[config.mk]
export PLATFORM = sky130hd
export DESIGN_NAME = pscc_top
export DESIGN_NICKNAME = d
export VERILOG_FILES = /design/src/logic/pscc_pkg.sv /design/src/logic/pscc_frame_if.sv /design/src/logic/pscc_frame_chk.sv /design/src/logic/pscc_top.sv
export SDC_FILE = /design/constraint.sdc
export NUM_CORES = 1
export LEC_CHECK = 0
export BUFFER_PORTS_ARGS = -buffer_cell sky130_fd_sc_hd__buf_4
export CORE_MARGIN = 2
export CORE_UTILIZATION = 35
export CTS_CLUSTER_DIAMETER = 120
export DETAILED_ROUTE_END_ITERATION = 10
export PLACE_DENSITY = 0.56
export SLEW_MARGIN = 20
export SYNTH_ARGS = -nofsm -noshare
export SYNTH_HDL_FRONTEND = slang
export SYNTH_HIERARCHICAL = 1
export SYNTH_SLANG_ARGS = --single-unit
[constraint.sdc]
create_clock -name clk -period 3.7 [get_ports clk]
set_clock_uncertainty 0.15 [all_clocks]
set_input_delay 0.74 -clock clk [delete_from_list [all_inputs] [get_ports clk]]
set_output_delay 0.74 -clock clk [all_outputs]
set_load 0.005 [all_outputs]
[src/logic/pscc_pkg.sv]
/*
  Shared constants and types for the passive serial configuration receiver.
  Assumes a 10 MHz core clock; the reset timeout is derived from it.
*/
package pscc_pkg;
  // core clock rate and documented times
  localparam int CLK_FREQ_KHZ = 10000;
  localparam int RST_TIMEOUT_US = 100;
  // longest time: rounded down to whole cycles
  localparam int RST_CYCLES = RST_TIMEOUT_US * CLK_FREQ_KHZ / 1000;
  localparam int TMR_W = 10;
  localparam logic [TMR_W-1:0] RST_LAST = TMR_W'(RST_CYCLES - 1);
  localparam int INIT_CYCLES = 299;
  localparam int INIT_W = 9;
  localparam logic [INIT_W-1:0] INIT_LAST = INIT_W'(INIT_CYCLES - 1);

  // positions of the synchronised pin inputs
  localparam int SY_REQ = 0;
  localparam int SY_STAT = 1;
  localparam int SY_DONE = 2;
  localparam int SY_CE = 3;
  localparam int SY_SCLK = 4;
  localparam int SY_SDAT = 5;
  localparam int SY_UCLK = 6;
  localparam int SY_N = 7;
  // pins idle high after reset so no false edge is seen
  localparam logic [SY_N-1:0] SY_RESET = 7'h7F;

  typedef enum logic [2:0] {
    ST_WAIT = 3'h0,
    ST_LOAD = 3'h1,
    ST_DONE = 3'h2,
    ST_INIT = 3'h3,
    ST_USER = 3'h4,
    ST_ERR = 3'h5,
    ST_REQ = 3'h6
  } pscc_state_t;
endpackage

[src/logic/pscc_frame_if.sv]
/*
  Carrier between the sequencer and the frame checker.
  Assumes both ends share one clock.
*/
`timescale 1ns/1ps
interface pscc_frame_if #(
  parameter int DATA_W = 8
);
  logic clear;
  logic bit_valid;
  logic bit_data;
  logic [DATA_W-1:0] word;
  logic word_valid;
  logic parity_err;

  modport ctrl (
    output clear,
    output bit_valid,
    output bit_data,
    input word,
    input word_valid,
    input parity_err
  );
  modport chk (
    input clear,
    input bit_valid,
    input bit_data,
    output word,
    output word_valid,
    output parity_err
  );
endinterface

[src/logic/pscc_frame_chk.sv]
/*
  Frame checker: packs DATA_W data bits, msb first, followed by one even parity bit.
  Assumes bit_valid pulses only for accepted bits and clear is held between loads.
*/
`timescale 1ns/1ps
module pscc_frame_chk #(
  parameter int DATA_W = 8
) (
  // clock and reset
  input wire logic clk,
  input wire logic reset_n,
  // sequencer side
  pscc_frame_if.chk fr
);
  localparam int CW = $clog2(DATA_W + 1);

  initial begin
    if (DATA_W < 2) begin
      $error("pscc_frame_chk: DATA_W must be at least 2");
    end
  end

  typedef struct packed {
    logic [DATA_W-1:0] sh;
    logic [CW-1:0] cnt;
    logic par;
    logic [DATA_W-1:0] word;
    logic vld;
    logic err;
  } pscc_fc_t;

  pscc_fc_t r_r;
  pscc_fc_t r_nxt;

  always_comb begin
    r_nxt = r_r;
    r_nxt.vld = 1'b0;
    r_nxt.err = 1'b0;
    if (fr.clear) begin
      r_nxt.sh = '0;
      r_nxt.cnt = '0;
      r_nxt.par = 1'b0;
    end else if (fr.bit_valid) begin
      if (r_r.cnt == CW'(DATA_W)) begin
        // parity bit closes the frame; data plus parity must be even
        r_nxt.word = r_r.sh;
        r_nxt.vld = ~(r_r.par ^ fr.bit_data);
        r_nxt.err = r_r.par ^ fr.bit_data;
        r_nxt.cnt = '0;
        r_nxt.par = 1'b0;
      end else begin
        r_nxt.sh = {r_r.sh[DATA_W-2:0], fr.bit_data};
        r_nxt.cnt = CW'(r_r.cnt + 1'b1);
        r_nxt.par = r_r.par ^ fr.bit_data;
      end
    end
  end

  always_ff @(posedge clk) begin
    if (!reset_n) begin
      r_r <= '0;
    end else begin
      r_r <= r_nxt;
    end
  end

  assign fr.word = r_r.word;
  assign fr.word_valid = r_r.vld;
  assign fr.parity_err = r_r.err;
endmodule

[src/logic/pscc_top.sv]
/*
  Passive serial configuration receiver of a programmable target device: takes the
  serial image, drives the open-drain status and load-complete lines, chains the
  next device and times initialization and the error reset.
  Assumes all pins are asynchronous to clk and open-drain wires are resolved outside.
*/
`timescale 1ns/1ps
module pscc_top
  import pscc_pkg::*;
#(
  parameter int DATA_W = 8,
  parameter int FRAMES = 16
) (
  // clock and reset
  input wire logic clk,
  input wire logic reset_n,
  // configuration request and options
  input wire logic config_request_n,
  input wire logic auto_restart,
  input wire logic use_user_clock,
  input wire logic user_startup_clock,
  // serial load link
  input wire logic serial_load_clock,
  input wire logic serial_load_data,
  // open-drain status line
  input wire logic status_in,
  output logic status_out,
  output logic status_oe,
  // open-drain load-complete line
  input wire logic load_done_in,
  output logic load_done_out,
  output logic load_done_oe,
  // daisy chain
  input wire logic chain_enable_in_n,
  output logic chain_enable_out_n,
  // user side
  output logic user_mode,
  output logic user_io_enable,
  output logic [DATA_W-1:0] cfg_word,
  output logic cfg_word_valid
);
  import pscc_pkg::*;

  localparam int FW = $clog2(FRAMES);

  initial begin
    if (FRAMES < 2) begin
      $error("pscc_top: FRAMES must be at least 2");
    end
  end

  typedef struct packed {
    pscc_state_t st;
    logic [SY_N-1:0] s1;
    logic [SY_N-1:0] s2;
    logic [SY_N-1:0] s3;
    logic [TMR_W-1:0] tmr;
    logic [INIT_W-1:0] icnt;
    logic [FW-1:0] frm;
    logic ceo_n;
    logic [TMR_W:0] age;
  } pscc_regs_t;

  pscc_regs_t r_r;
  pscc_regs_t r_nxt;
  logic [SY_N-1:0] pins;
  logic req_s;
  logic stat_s;
  logic done_s;
  logic sclk_rise;
  logic init_tick;

  pscc_frame_if #(.DATA_W(DATA_W)) fr ();

  pscc_frame_chk #(.DATA_W(DATA_W)) u_chk (
    .clk(clk),
    .reset_n(reset_n),
    .fr(fr)
  );

  assign pins = {user_startup_clock, serial_load_data, serial_load_clock,
                 chain_enable_in_n, load_done_in, status_in, config_request_n};
  assign req_s = r_r.s2[SY_REQ];
  assign stat_s = r_r.s2[SY_STAT];
  assign done_s = r_r.s2[SY_DONE];
  assign sclk_rise = r_r.s2[SY_SCLK] & ~r_r.s3[SY_SCLK];
  // either the core clock or an edge of the user start-up clock paces init
  assign init_tick = use_user_clock ?
                     (r_r.s2[SY_UCLK] & ~r_r.s3[SY_UCLK]) : 1'b1;

  // only a selected device in the load state takes bits
  assign fr.bit_valid = (r_r.st == ST_LOAD) & sclk_rise & ~r_r.s2[SY_CE]
                        & stat_s & req_s;
  assign fr.bit_data = r_r.s2[SY_SDAT];
  assign fr.clear = (r_r.st != ST_LOAD);

  always_comb begin
    r_nxt = r_r;
    // first stage feeds only the second
    r_nxt.s1 = pins;
    r_nxt.s2 = r_r.s1;
    r_nxt.s3 = r_r.s2;
    if (!req_s) begin
      r_nxt.st = ST_REQ;
    end else begin
      unique case (r_r.st)
        ST_REQ: begin
          r_nxt.st = ST_WAIT;
        end
        ST_WAIT: begin
          r_nxt.frm = '0;
          r_nxt.ceo_n = 1'b1;
          // every device on the shared line must have let go
          if (stat_s) begin
            r_nxt.st = ST_LOAD;
          end
        end
        ST_LOAD: begin
          if (!stat_s) begin
            r_nxt.st = ST_WAIT;
          end else if (fr.parity_err) begin
            r_nxt.st = ST_ERR;
            r_nxt.tmr = '0;
          end else if (fr.word_valid) begin
            r_nxt.frm = FW'(r_r.frm + 1'b1);
            if (r_r.frm == FW'(FRAMES - 1)) begin
              r_nxt.st = ST_DONE;
              r_nxt.ceo_n = 1'b0;
            end
          end
        end
        ST_DONE: begin
          if (!stat_s) begin
            r_nxt.st = ST_WAIT;
          end else if (done_s) begin
            // the tied line rises for every device at once
            r_nxt.st = ST_INIT;
            r_nxt.icnt = '0;
          end
        end
        ST_INIT: begin
          if (!stat_s) begin
            r_nxt.st = ST_WAIT;
          end else if (init_tick) begin
            r_nxt.icnt = INIT_W'(r_r.icnt + 1'b1);
            if (r_r.icnt == INIT_LAST) begin
              r_nxt.st = ST_USER;
            end
          end
        end
        ST_USER: begin
          r_nxt.st = ST_USER;
        end
        ST_ERR: begin
          // without auto restart the line stays low until a request pulse
          if (r_r.tmr != RST_LAST) begin
            r_nxt.tmr = TMR_W'(r_r.tmr + 1'b1);
          end else if (auto_restart) begin
            r_nxt.st = ST_WAIT;
          end
        end
        default: begin
          r_nxt.st = ST_WAIT;
        end
      endcase
    end
    if (r_nxt.st == ST_REQ || r_nxt.st == ST_WAIT || r_nxt.st == ST_ERR) begin
      r_nxt.ceo_n = 1'b1;
    end
    // cycles spent in the error state, read only by the timeout check
    r_nxt.age = (r_r.st == ST_ERR) ? (TMR_W + 1)'(r_r.age + 1'b1) : '0;
  end

  always_ff @(posedge clk) begin
    if (!reset_n) begin
      r_r.st <= ST_WAIT;
      r_r.s1 <= SY_RESET;
      r_r.s2 <= SY_RESET;
      r_r.s3 <= SY_RESET;
      r_r.tmr <= '0;
      r_r.icnt <= '0;
      r_r.frm <= '0;
      r_r.ceo_n <= 1'b1;
      r_r.age <= '0;
    end else begin
      r_r <= r_nxt;
    end
  end

  // open-drain lines only ever pull low
  assign status_out = 1'b0;
  assign status_oe = (r_r.st == ST_REQ) | (r_r.st == ST_ERR);
  assign load_done_out = 1'b0;
  assign load_done_oe = (r_r.st == ST_REQ) | (r_r.st == ST_WAIT)
                        | (r_r.st == ST_LOAD) | (r_r.st == ST_ERR);
  assign chain_enable_out_n = r_r.ceo_n;
  assign user_mode = (r_r.st == ST_USER);
  assign user_io_enable = (r_r.st == ST_USER);
  assign cfg_word = fr.word;
  assign cfg_word_valid = fr.word_valid;
endmodule

==> summary.log, run 1 <==
INFO  power_and_ir_drop p_total=1.46mW
INFO  global_route   grt_util_all_layers=11.9%
INFO  power_and_ir_drop seq_power_share=50.2%
INFO  sta            finalHoldViolations=0
INFO  worst_setup_path worst-endpoint-arrival=2880ps
INFO  clock_network  cts_sinks=66
INFO  layout         syn2layout_area_growth=12.9%
INFO  detailed_routing remaining_drc_errors=0
INFO  floorplan      design.die.area=9470um2
INFO  place          gp_congestion=0.777
INFO  floorplan      core_area=8590um2
INFO  worst_setup_path crit_path_max_fanout=14
INFO  detailed_routing detail_route.iter0.violations=131
INFO  clock_network  clk_transition_reported_paths=70ps
INFO  run            max_cap_viol_count=0
INFO  place          detailedPlace.worstSlack=979ps
INFO  global_route   grt_pass1_wl=9210um
INFO  detailed_routing antenna_violating_nets_remaining=0
INFO  layout         count_of_inserted_antenna_diode_cells=0
INFO  detailed_routing avgRoutedWirePerCell=11.9um
INFO  clock_network  postCtsSetupRepairBufs=0
INFO  layout         finalNetCount=357
INFO  place          place.port_buffers=24
INFO  worst_setup_path worstSetupPathType=reg2reg
INFO  sta            min_cycle_time_layout=2760ps
INFO  detailed_routing finalWirelength=5370um
INFO  worst_setup_path launching_element_type_of_the_critical_path=flop
INFO  layout         most-common-layout-cells=dfxtp_1 (66), nand2_1 (50), buf_4 (26), nor2_1 (23), nand2b_1 (21)
INFO  worst_setup_path timing.critical_path.cells=and2b_1, nand3_1, nor4b_1, buf_4, nor3b_2, mux2i_1
INFO  power_and_ir_drop sw_pwr=0.311mW
INFO  clock_network  post_cts_resized=0
INFO  worst_hold_path min_path_type=reg2reg
INFO  clock_network  worstSkewPairLatency=340ps
INFO  power_and_ir_drop p_int=1.15mW
INFO  floorplan      dieHeight=97.3um
INFO  worst_setup_path critical_path.max_stage_delay=750ps
INFO  worst_setup_path critical_path.slowest_cell=nor3b_2
INFO  floorplan      rows=34
INFO  floorplan      fp.dieW=97.3um
INFO  yosys          proportion_of_synthesized_chip_area_in_sequential_cells=43.4%
INFO  global_route   pin_count_of_the_biggest_net_entering_global_routing=44
INFO  layout         mostFrequentLayoutCell=dfxtp_1
INFO  floorplan      floorplan.initialDensity=35.5%
INFO  yosys          synth_area=3050um2
INFO  run_status     outcome=complete, no violations
INFO  yosys          synth-warning-count=6
INFO  place          dp.final_hpwl=3810um
INFO  sta            tightest_slew=904ps
INFO  worst_setup_path reg2reg_depth=6
INFO  worst_setup_path combined_buffer_and_inverter_count_along_the_critical_path=1
INFO  clock_network  cts_buffers=9
INFO  power_and_ir_drop power.share.combinational=4.9%
INFO  sta            timing.slew.headroom=39.5%
INFO  floorplan      floorplan.io_pins=27
INFO  sta            timing_max_transition_violations_final=0
INFO  sta            timing.hold.ws=257ps
INFO  yosys          synth_seq_cells=66
INFO  detailed_routing dr.pass1.iters=4
INFO  yosys          dominantRegCellSynth=dfxtp_1
INFO  worst_setup_path worst_ep_required_time=3820ps
INFO  power_and_ir_drop power.density_cell_area=426nW/um2
INFO  yosys          syn_avg_cell_area=9.32um2
INFO  power_and_ir_drop leakage=1.25nW
INFO  place          postPlaceCellArea=3220um2
INFO  layout         finish.instance_area=3440um2
INFO  power_and_ir_drop irDropWorstVdd=0.181mV
INFO  yosys          synth_cell_type_count=55
INFO  clock_network  tritoncts=yes
INFO  clock_network  ctsRootBufferMaster=clkbuf_8
INFO  power_and_ir_drop switching_share=21.2%
INFO  worst_setup_path path_depth=6
INFO  clock_network  htree_levels=3
INFO  layout         layout-drive-gt1-share=14.8%
INFO  sta            setup_violations=0
INFO  sta            totalNegativeSetupSlack=0ps
INFO  clock_network  cts_hold_repair.buffers=0
INFO  worst_setup_path cpLargestDelayFamily=simple AND/OR/NAND/NOR gates
INFO  clock_network  clock_buffer_depth=2
INFO  global_route   grt_pass1_vias=2042
INFO  power_and_ir_drop clkPwrFrac=44.9%
INFO  worst_hold_path worst_hold_path.num_cells=1
INFO  sta            achievable_frequency=362MHz
INFO  yosys          postSynth.asyncResetShare=0%
INFO  detailed_routing via_total_after_detailed_routing=2173
INFO  sta            setup_repair_after_global_routing_missed_its_margin=no
INFO  detailed_routing route.detailed.vias_per_inst=4.81
INFO  yosys          synthCells=327
INFO  sta            setup_slack=941ps
INFO  yosys          synth_edf_count=0
INFO  worst_setup_path setup.worst_path.end_class=flop
INFO  sta            final.period_utilization=74.6%
INFO  global_route   overflow=0
INFO  global_route   grt_antenna_before_repair=0
==> stage by stage <==
stage               cells  utilization [%]
floorplan             328                -
global placement      437             37.4
detailed placement    437             37.4
CTS                   452             40.0
global route          452             40.0
finish                452             40.0
==> final timing paths <==
path	startpoint	end	slack, ps
min reg2reg	r_nxt[48]	r_nxt[41]	260
max	r_r[56]	u_chk/fr.word[1]	940
max reg2reg	r_r[56]	u_chk/fr.word[1]	940
min	r_nxt[48]	r_nxt[41]	260
==> cells by family (layout without fill, tap and decap cells) <==
family | after synthesis | count (layout) | synth area share [%]
AO/OA/AOI/OAI | 39 | 39 | 9.41
multiplexers | 18 | 18 | 5.95
XOR/XNOR | 19 | 19 | 5.46
adder cells (fa/ha/maj) | 6 | 6 | 2.46
AND/OR/NAND/NOR | 146 | 146 | 27.0
flip-flops | 66 | 66 | 43.4
other | 1 | 2 | 0.123
buffers and inverters | 32 | 48 | 6.24
==> routing by layer <==
metal	part of all wire (%)	vias to the layer above	track usage, %
met5	0	-	0
met4	2.0	0	6.73
met3	2.5	7	2.66
met2	44	27	18.4
met1	51	1001	15.5
li1	-	1138	-
==> registers in the layout, indices dropped and copies added (netlist names) <==
signal and count:
u_chk/fr.word_valid 1, u_chk/fr.word 8, fr.bit_data 1, u_chk/r_r 13, chain_enable_out_n 1, r_r 28, u_chk/fr.parity_err 1, done_s 1
r_nxt 12
==> layout make-up <==
cell class	count	area (um2)
fill	888	5150
multi-input combinational	230	1540
sequential	66	1320
timing repair buffer	26	195
clock buffer	14	193
tap	108	135
clock inverter	1	30.0
inverter	7	26.3
==> synthesized netlist by cell type (2+ instances only) <==
| library cell | n | area share [%] |
|---|---|---|
| nand3_1 | 11 | 1.8 |
| nor2_1 | 23 | 2.8 |
| xnor2_1 | 15 | 4.3 |
| buf_2 | 5 | 0.82 |
| nand3b_1 | 2 | 0.49 |
| dfxtp_1 | 66 | 43 |
| a21oi_1 | 10 | 1.6 |
| and3_1 | 3 | 0.62 |
| and4_1 | 2 | 0.58 |
| nor3_1 | 3 | 0.49 |
| nand2_1 | 50 | 6.2 |
| mux2i_1 | 17 | 5.6 |
| nor2b_1 | 4 | 0.82 |
| ha_1 | 6 | 2.5 |
| o21ai_0 | 5 | 0.82 |
| xor2_1 | 4 | 1.1 |
| buf_6 | 3 | 1.1 |
| nand2b_1 | 21 | 4.3 |
| clkbuf_1 | 6 | 0.74 |
| and4b_1 | 2 | 0.66 |
| a211o_1 | 2 | 0.58 |
| nor4_4 | 2 | 1.4 |
| inv_1 | 7 | 0.86 |
| buf_4 | 11 | 2.7 |
| and2_1 | 3 | 0.62 |
| a31oi_1 | 3 | 0.62 |
| nand4_1 | 6 | 1.2 |
| and2b_1 | 3 | 0.74 |
| nand4bb_1 | 3 | 1.1 |
| o31ai_1 | 2 | 0.49 |
| a211oi_1 | 3 | 0.74 |
==> power groups by stage <==
stage               combinational [mW]  clock (mW)  sequential [mW]
global route                    0.0799       0.717            0.737
global placement                0.0723           0            0.751
finish                          0.0716       0.657            0.735
floorplan                       0.0574           0            0.744
CTS                             0.0726       0.676            0.735
detailed placement              0.0725           0            0.751
Note: power is estimated with default switching activity, not from simulation.
==> run 2: changes to the inputs <==
==> constraint.sdc (replaced) <==
create_clock -name clk -period 2.8 [get_ports clk]
set_clock_uncertainty 0.15 [all_clocks]
set_input_delay 0.56 -clock clk [delete_from_list [all_inputs] [get_ports clk]]
set_output_delay 0.56 -clock clk [all_outputs]
set_load 0.005 [all_outputs]
==> summary.log, run 2 (same netlist as run 1, synthesis figures left out) <==
INFO  run_status     outcome=complete, no violations
INFO  detailed_routing dr.pass1.iters=4 [unchanged]
INFO  layout         layout-drive-gt1-share=14.5% [-0.33 points]
INFO  floorplan      core_area=8590um2 [unchanged]
INFO  clock_network  worstSkewPairLatency=340ps [about the same]
INFO  sta            finalHoldViolations=0 [unchanged]
INFO  clock_network  cts_hold_repair.buffers=0 [unchanged]
INFO  sta            setup_violations=0 [unchanged]
INFO  layout         count_of_inserted_antenna_diode_cells=0 [unchanged]
INFO  worst_setup_path critical_path.slowest_cell=dfxtp_1
INFO  worst_setup_path cpLargestDelayFamily=simple AND/OR/NAND/NOR gates
INFO  floorplan      fp.dieW=97.3um [unchanged]
INFO  clock_network  tritoncts=yes
INFO  layout         most-common-layout-cells=dfxtp_1 (66), nand2_1 (50), buf_4 (29), nor2_1 (23), nand2b_1 (21)
INFO  sta            setup_repair_after_global_routing_missed_its_margin=no
INFO  sta            totalNegativeSetupSlack=0ps [unchanged]
INFO  floorplan      floorplan.initialDensity=35.5% [unchanged]
INFO  worst_setup_path combined_buffer_and_inverter_count_along_the_critical_path=1 [unchanged]
INFO  layout         mostFrequentLayoutCell=dfxtp_1
INFO  worst_setup_path critical_path.max_stage_delay=570ps [-180 ps]
INFO  clock_network  clk_transition_reported_paths=70ps [about the same]
INFO  global_route   pin_count_of_the_biggest_net_entering_global_routing=26 [-41%]
INFO  layout         largest_reg_flops=28 [unchanged]
INFO  floorplan      dieHeight=97.3um [unchanged]
INFO  worst_setup_path worst_ep_required_time=2920ps [-900 ps]
INFO  sta            final.period_utilization=80.5% [+5.9 points]
INFO  worst_hold_path hold_path.startpoint=serial_load_clock
INFO  detailed_routing remaining_drc_errors=0 [unchanged]
INFO  layout         finalNetCount=360 [+0.84%]
INFO  power_and_ir_drop power.density_cell_area=515nW/um2 [+21%]
INFO  detailed_routing via_total_after_detailed_routing=2171 [-0.092%]
INFO  sta            tightest_slew=604ps [-299 ps]
INFO  global_route   overflow=0 [unchanged]
INFO  floorplan      design.die.area=9470um2 [unchanged]
INFO  sta            min_cycle_time_layout=2250ps [-505 ps]
INFO  global_route   grt_antenna_before_repair=0 [unchanged]
INFO  place          dp.final_hpwl=3830um [+0.50%]
INFO  place          place.port_buffers=24 [unchanged]
INFO  clock_network  clock_buffer_depth=2 [unchanged]
INFO  global_route   grt_util_all_layers=12.1% [+0.15 points]
INFO  layout         syn2layout_area_growth=11.5%
INFO  power_and_ir_drop p_total=1.75mW [+19%]
INFO  detailed_routing antenna_violating_nets_remaining=0 [unchanged]
INFO  worst_setup_path worst-endpoint-arrival=2370ps [-510 ps]
INFO  run            max_cap_viol_count=0 [unchanged]
INFO  global_route   grt_pass1_vias=2069 [+1.3%]
INFO  clock_network  htree_levels=3 [unchanged]
INFO  floorplan      floorplan.io_pins=27 [unchanged]
INFO  layout         max_flop_register=r_r
INFO  power_and_ir_drop irDropWorstVdd=0.235mV [+30%]
INFO  worst_setup_path timing.critical_path.cells=and2b_1, nand3_1, nor4b_1, buf_4, and2_1, mux2i_1
INFO  worst_setup_path launching_element_type_of_the_critical_path=flop
INFO  clock_network  post_cts_resized=0 [unchanged]
INFO  worst_setup_path worst_setup_path_startpoint=r_r[56]
INFO  worst_setup_path start_of_the_worst_register_to_register_path=r_r[56]
INFO  clock_network  cts_buffers=9 [unchanged]
INFO  clock_network  ctsRootBufferMaster=clkbuf_8
INFO  place          gp_congestion=0.795 [+2.3%]
INFO  floorplan      rows=34 [unchanged]
INFO  worst_setup_path setup.worst_path.end_class=flop
INFO  sta            timing_max_transition_violations_final=0 [unchanged]
INFO  worst_setup_path crit_path_max_fanout=14 [unchanged]
INFO  power_and_ir_drop leakage=1.23nW [-1.4%]
INFO  worst_setup_path worstSetupPathType=reg2reg
INFO  detailed_routing avgRoutedWirePerCell=11.9um [+0.24%]
INFO  sta            timing.slew.headroom=59.4% [+20 points]
INFO  sta            achievable_frequency=444MHz [+22%]
INFO  detailed_routing route.detailed.vias_per_inst=4.79 [-0.31%]
INFO  clock_network  postCtsSetupRepairBufs=0 [unchanged]
INFO  detailed_routing finalWirelength=5400um [+0.47%]
INFO  global_route   grt_pass1_wl=9320um [+1.2%]
INFO  worst_hold_path min_path_type=in2reg
INFO  detailed_routing detail_route.iter0.violations=123 [-6.1%]
INFO  clock_network  cts_sinks=66 [unchanged]
## run 2: report_power, final
part	switching [mW]	internal, mW
Clock	0.326	0.356
Sequential	0.0151	0.954
Combinational	0.0553	0.0433
Total	0.396	1.35
## run 2: final cells by class
type / count / area (um2)
Clock buffer: 13 / 159
Fill cell: 883 / 5190
Inverter: 7 / 26.3
Multi-Input combinational cell: 230 / 1540
Sequential cell: 66 / 1320
Tap cell: 108 / 135
Timing Repair Buffer: 29 / 218
## run 2: metrics by stage
| step | hold WS, ps | setup slack [ps] | util [%] | area (um2) | cells |
|---|---|---|---|---|---|
| finish | 250 | 547 | 39.5 | 3400 | 453 |
| CTS | 232 | 524 | 39.5 | 3400 | 453 |
| detailed placement | 244 | 547 | 37.7 | 3240 | 440 |
| global route | 234 | 285 | 39.5 | 3400 | 453 |
| global placement | 244 | 593 | 37.7 | 3240 | 440 |
| floorplan | 236 | 865 | - | 3050 | 328 |
## run 2: path summary, 6_finish.rpt
check	endpoint	slack, ps	cells after the start
max	u_chk/r_r[20]	550	6
min	r_nxt[46]	250	2
max reg2reg	u_chk/r_r[20]	550	6
min reg2reg	r_nxt[36]	260	1
## run 2: metal layers
metal / global-route usage [%] / wire length (um) / vias to the layer above
met2: 18.2 / 2430 / 33
met5: 0 / 0 / -
met1: 15.7 / 2640 / 986
li1: - / - / 1142
met4: 6.09 / 121 / 0
met3: 3.74 / 206 / 10
==> run 3: changes to the inputs <==
--- a/config.mk
+++ b/config.mk
@@ -10,7 +10,7 @@
 export CORE_UTILIZATION = 35
 export CTS_CLUSTER_DIAMETER = 120
 export DETAILED_ROUTE_END_ITERATION = 10
-export PLACE_DENSITY = 0.56
+export PLACE_DENSITY = 0.57
 export SLEW_MARGIN = 20
 export SYNTH_ARGS = -nofsm -noshare
 export SYNTH_HDL_FRONTEND = slang
==> constraint.sdc (replaced) <==
create_clock -name clk -period 1.85 [get_ports clk]
set_clock_uncertainty 0.15 [all_clocks]
set_input_delay 0.37 -clock clk [delete_from_list [all_inputs] [get_ports clk]]
set_output_delay 0.37 -clock clk [all_outputs]
set_load 0.005 [all_outputs]
==> summary.log, run 3 (same netlist as run 1, synthesis figures left out) <==
INFO  run_status     outcome=finished with violations
INFO  run_status     failed_checks=setup timing
INFO  layout         count_of_inserted_antenna_diode_cells=0 [unchanged]
INFO  power_and_ir_drop clkPwrFrac=44.3% [+5.4 points]
INFO  place          dp.final_hpwl=4000um [+4.4%]
INFO  clock_network  cts_buffers=9 [unchanged]
INFO  worst_setup_path worst_setup_path_startpoint=r_r[16]
INFO  power_and_ir_drop seq_power_share=48.3% [-7.1 points]
INFO  detailed_routing detail_route.iter0.violations=102 [-17%]
INFO  power_and_ir_drop p_total=3.02mW [+72%]
INFO  power_and_ir_drop power.share.combinational=7.4% [+1.8 points]
INFO  detailed_routing finalWirelength=5780um [+7.0%]
INFO  global_route   overflow=0 [unchanged]
INFO  place          gp_congestion=0.831 [+4.6%]
INFO  sta            setup_slack=-85.8ps [-632 ps]
INFO  worst_setup_path crit_path_max_fanout=3 [-11]
INFO  global_route   grt_pass1_vias=2162 [+4.5%]
INFO  layout         most-common-layout-cells=dfxtp_1 (63), buf_4 (49), nand2_1 (48), nor2_1 (23), nand2b_1 (21)
INFO  detailed_routing avgRoutedWirePerCell=11.9um [+0.17%]
INFO  place          place.port_buffers=24 [unchanged]
INFO  layout         syn2layout_area_growth=23.6%
INFO  power_and_ir_drop leakage=1.44nW [+17%]
INFO  floorplan      floorplan.io_pins=27 [unchanged]
INFO  worst_setup_path worstSetupPathType=reg2reg
INFO  worst_setup_path r2r-end=chain_enable_out_n
INFO  global_route   grt_pass1_wl=9820um [+5.3%]
INFO  detailed_routing dr.pass1.iters=5 [+1]
INFO  global_route   grt_util_all_layers=12.9% [+0.78 points]
INFO  power_and_ir_drop switching_share=22.2% [-0.39 points]
INFO  detailed_routing remaining_drc_errors=0 [unchanged]
INFO  layout         finalNetCount=388 [+7.8%]
INFO  sta            finalHoldViolations=0 [unchanged]
INFO  global_route   grt_antenna_before_repair=0 [unchanged]
INFO  floorplan      core_area=8590um2 [unchanged]
INFO  clock_network  tritoncts=yes
INFO  worst_setup_path r2r_slack=-90ps [-630 ps]
INFO  sta            timing_max_transition_violations_final=0 [unchanged]
INFO  layout         largest_reg_flops=28 [unchanged]
INFO  worst_hold_path hold_path.startpoint=config_request_n
INFO  floorplan      dieHeight=97.3um [unchanged]
INFO  layout         max_flop_register=r_r
INFO  detailed_routing via_total_after_detailed_routing=2296 [+5.8%]
INFO  power_and_ir_drop irDropWorstVdd=0.358mV [+52%]
INFO  place          place_inst=465 [+5.7%]
INFO  worst_setup_path worst-endpoint-arrival=2020ps [-350 ps]
INFO  floorplan      design.die.area=9470um2 [unchanged]
INFO  clock_network  htree_levels=3 [unchanged]
INFO  sta            setup_violations=2 [+2]
INFO  clock_network  clock_buffer_depth=2 [unchanged]
INFO  global_route   pin_count_of_the_biggest_net_entering_global_routing=29 [+12%]
INFO  detailed_routing route.detailed.vias_per_inst=4.74 [-1.0%]
INFO  worst_setup_path launching_element_type_of_the_critical_path=flop
INFO  floorplan      rows=34 [unchanged]
INFO  floorplan      floorplan.initialDensity=35.5% [unchanged]
INFO  sta            min_cycle_time_layout=1940ps [-318 ps]
INFO  run            max_cap_viol_count=0 [unchanged]
INFO  power_and_ir_drop p_int=2.35mW [+73%]
INFO  clock_network  worstSkewPairLatency=340ps [about the same]
INFO  sta            final.period_utilization=105% [+24 points]
INFO  worst_setup_path worst_ep_required_time=1930ps [-990 ps]
INFO  power_and_ir_drop sw_pwr=0.671mW [+70%]
INFO  sta            achievable_frequency=517MHz [+16%]
INFO  worst_setup_path setup.worst_path.end_class=flop
INFO  sta            setup_repair_after_global_routing_missed_its_margin=yes
INFO  layout         layout-drive-gt1-share=25.8% [+11 points]
INFO  detailed_routing antenna_violating_nets_remaining=0 [unchanged]
INFO  clock_network  cts_sinks=66 [unchanged]
INFO  worst_hold_path min_path_type=in2reg
INFO  worst_setup_path critical_path.endpoint=chain_enable_out_n
INFO  worst_setup_path start_of_the_worst_register_to_register_path=r_r[16]
INFO  layout         finalNonFillerCells=484 [+6.8%]
INFO  clock_network  ctsRootBufferMaster=clkbuf_8
INFO  power_and_ir_drop power.density_cell_area=801nW/um2 [+56%]
INFO  worst_setup_path reg2reg_depth=7 [+1]
INFO  layout         mostFrequentLayoutCell=dfxtp_1
INFO  clock_network  clk_transition_reported_paths=70ps [about the same]
INFO  floorplan      fp.dieW=97.3um [unchanged]
## run 3: changes by cell type in the layout (fill, tap and decap cells not counted), moves of 2 or more
cell       previous run  this run
buf_6                 0         7
bufinv_16             0         2
clkinv_2              0         2
buf_4                29        49
o31ai_2               0         2
dfxtp_2               0         3
a211oi_2              1         3
nand2_1              50        48
a211oi_1              3         1
dfxtp_1              66        63
o31ai_1               2         0
## run 3: stage by stage
stage                     utilization, %  setup TNS (ps)  hold slack [ps]  area [um2]  setup slack [ps]
after CTS                           43.0           -79.0             41.5        3700             -79.0
after floorplan                        -               0              236        3050             0.173
after global placement              40.0           -23.2              241        3440             -23.2
final                               43.8            -113             56.7        3760             -85.8
after global routing                43.8            -910             36.5        3760              -158
after detailed placement            40.0           -78.6              241        3440             -78.6
## run 3: cell type report
type	count	area [um2]
well taps	108	135
flip-flops and latches	66	1330
clock inverters	5	77.6
inverters	7	26.3
clock buffers	11	141
multi-input cells	230	1610
repair buffers	57	452
fillers	847	4830
## run 3: power groups by stage
stage | clock network, mW | registers (mW) | logic (mW)
6_report | 1.34 | 1.46 | 0.223
3_5_place_dp | 0 | 1.49 | 0.200
2_1_floorplan | 0 | 1.49 | 0.115
5_1_grt | 1.44 | 1.46 | 0.246
4_1_cts | 1.38 | 1.45 | 0.214
3_3_place_gp | 0 | 1.49 | 0.199
## run 3: worst min path at each step
| stage | to | cells past startpoint |
|---|---|---|
| floorplan | done_s | 1 |
| global placement | r_nxt[41] | 1 |
| detailed placement | r_nxt[38] | 1 |
| CTS | r_nxt[42] | 2 |
| global route | r_nxt[45] | 2 |
| finish | r_nxt[42] | 2 |
## run 3: metal layers
layer  GRT usage [%]  routed length, um
met3            4.60                219
met5               0                  0
met1            16.9               2970
met4            5.24                 85
met2            19.3               2500
## run 3: critical path, stage by stage, from the launching register on
cell	delay, ps
dfxtp_1	310
inv_1	70
ha_1	160
nand4bb_1	100
a211o_1	270
o32a_1	320
mux2i_1	130
a221o_1	320
## run 3: timing repair
| item | 4_1_cts | 5_1_grt |
|---|---|---|
| pin swaps | 1 | 6 |
| hold buffers | 0 | 0 |
| endpoints found under the setup margin | 9 | 28 |
| gates resized for setup | 7 | 20 |
| setup buffers | 2 | 1 |
| cloned | 0 | 1 |
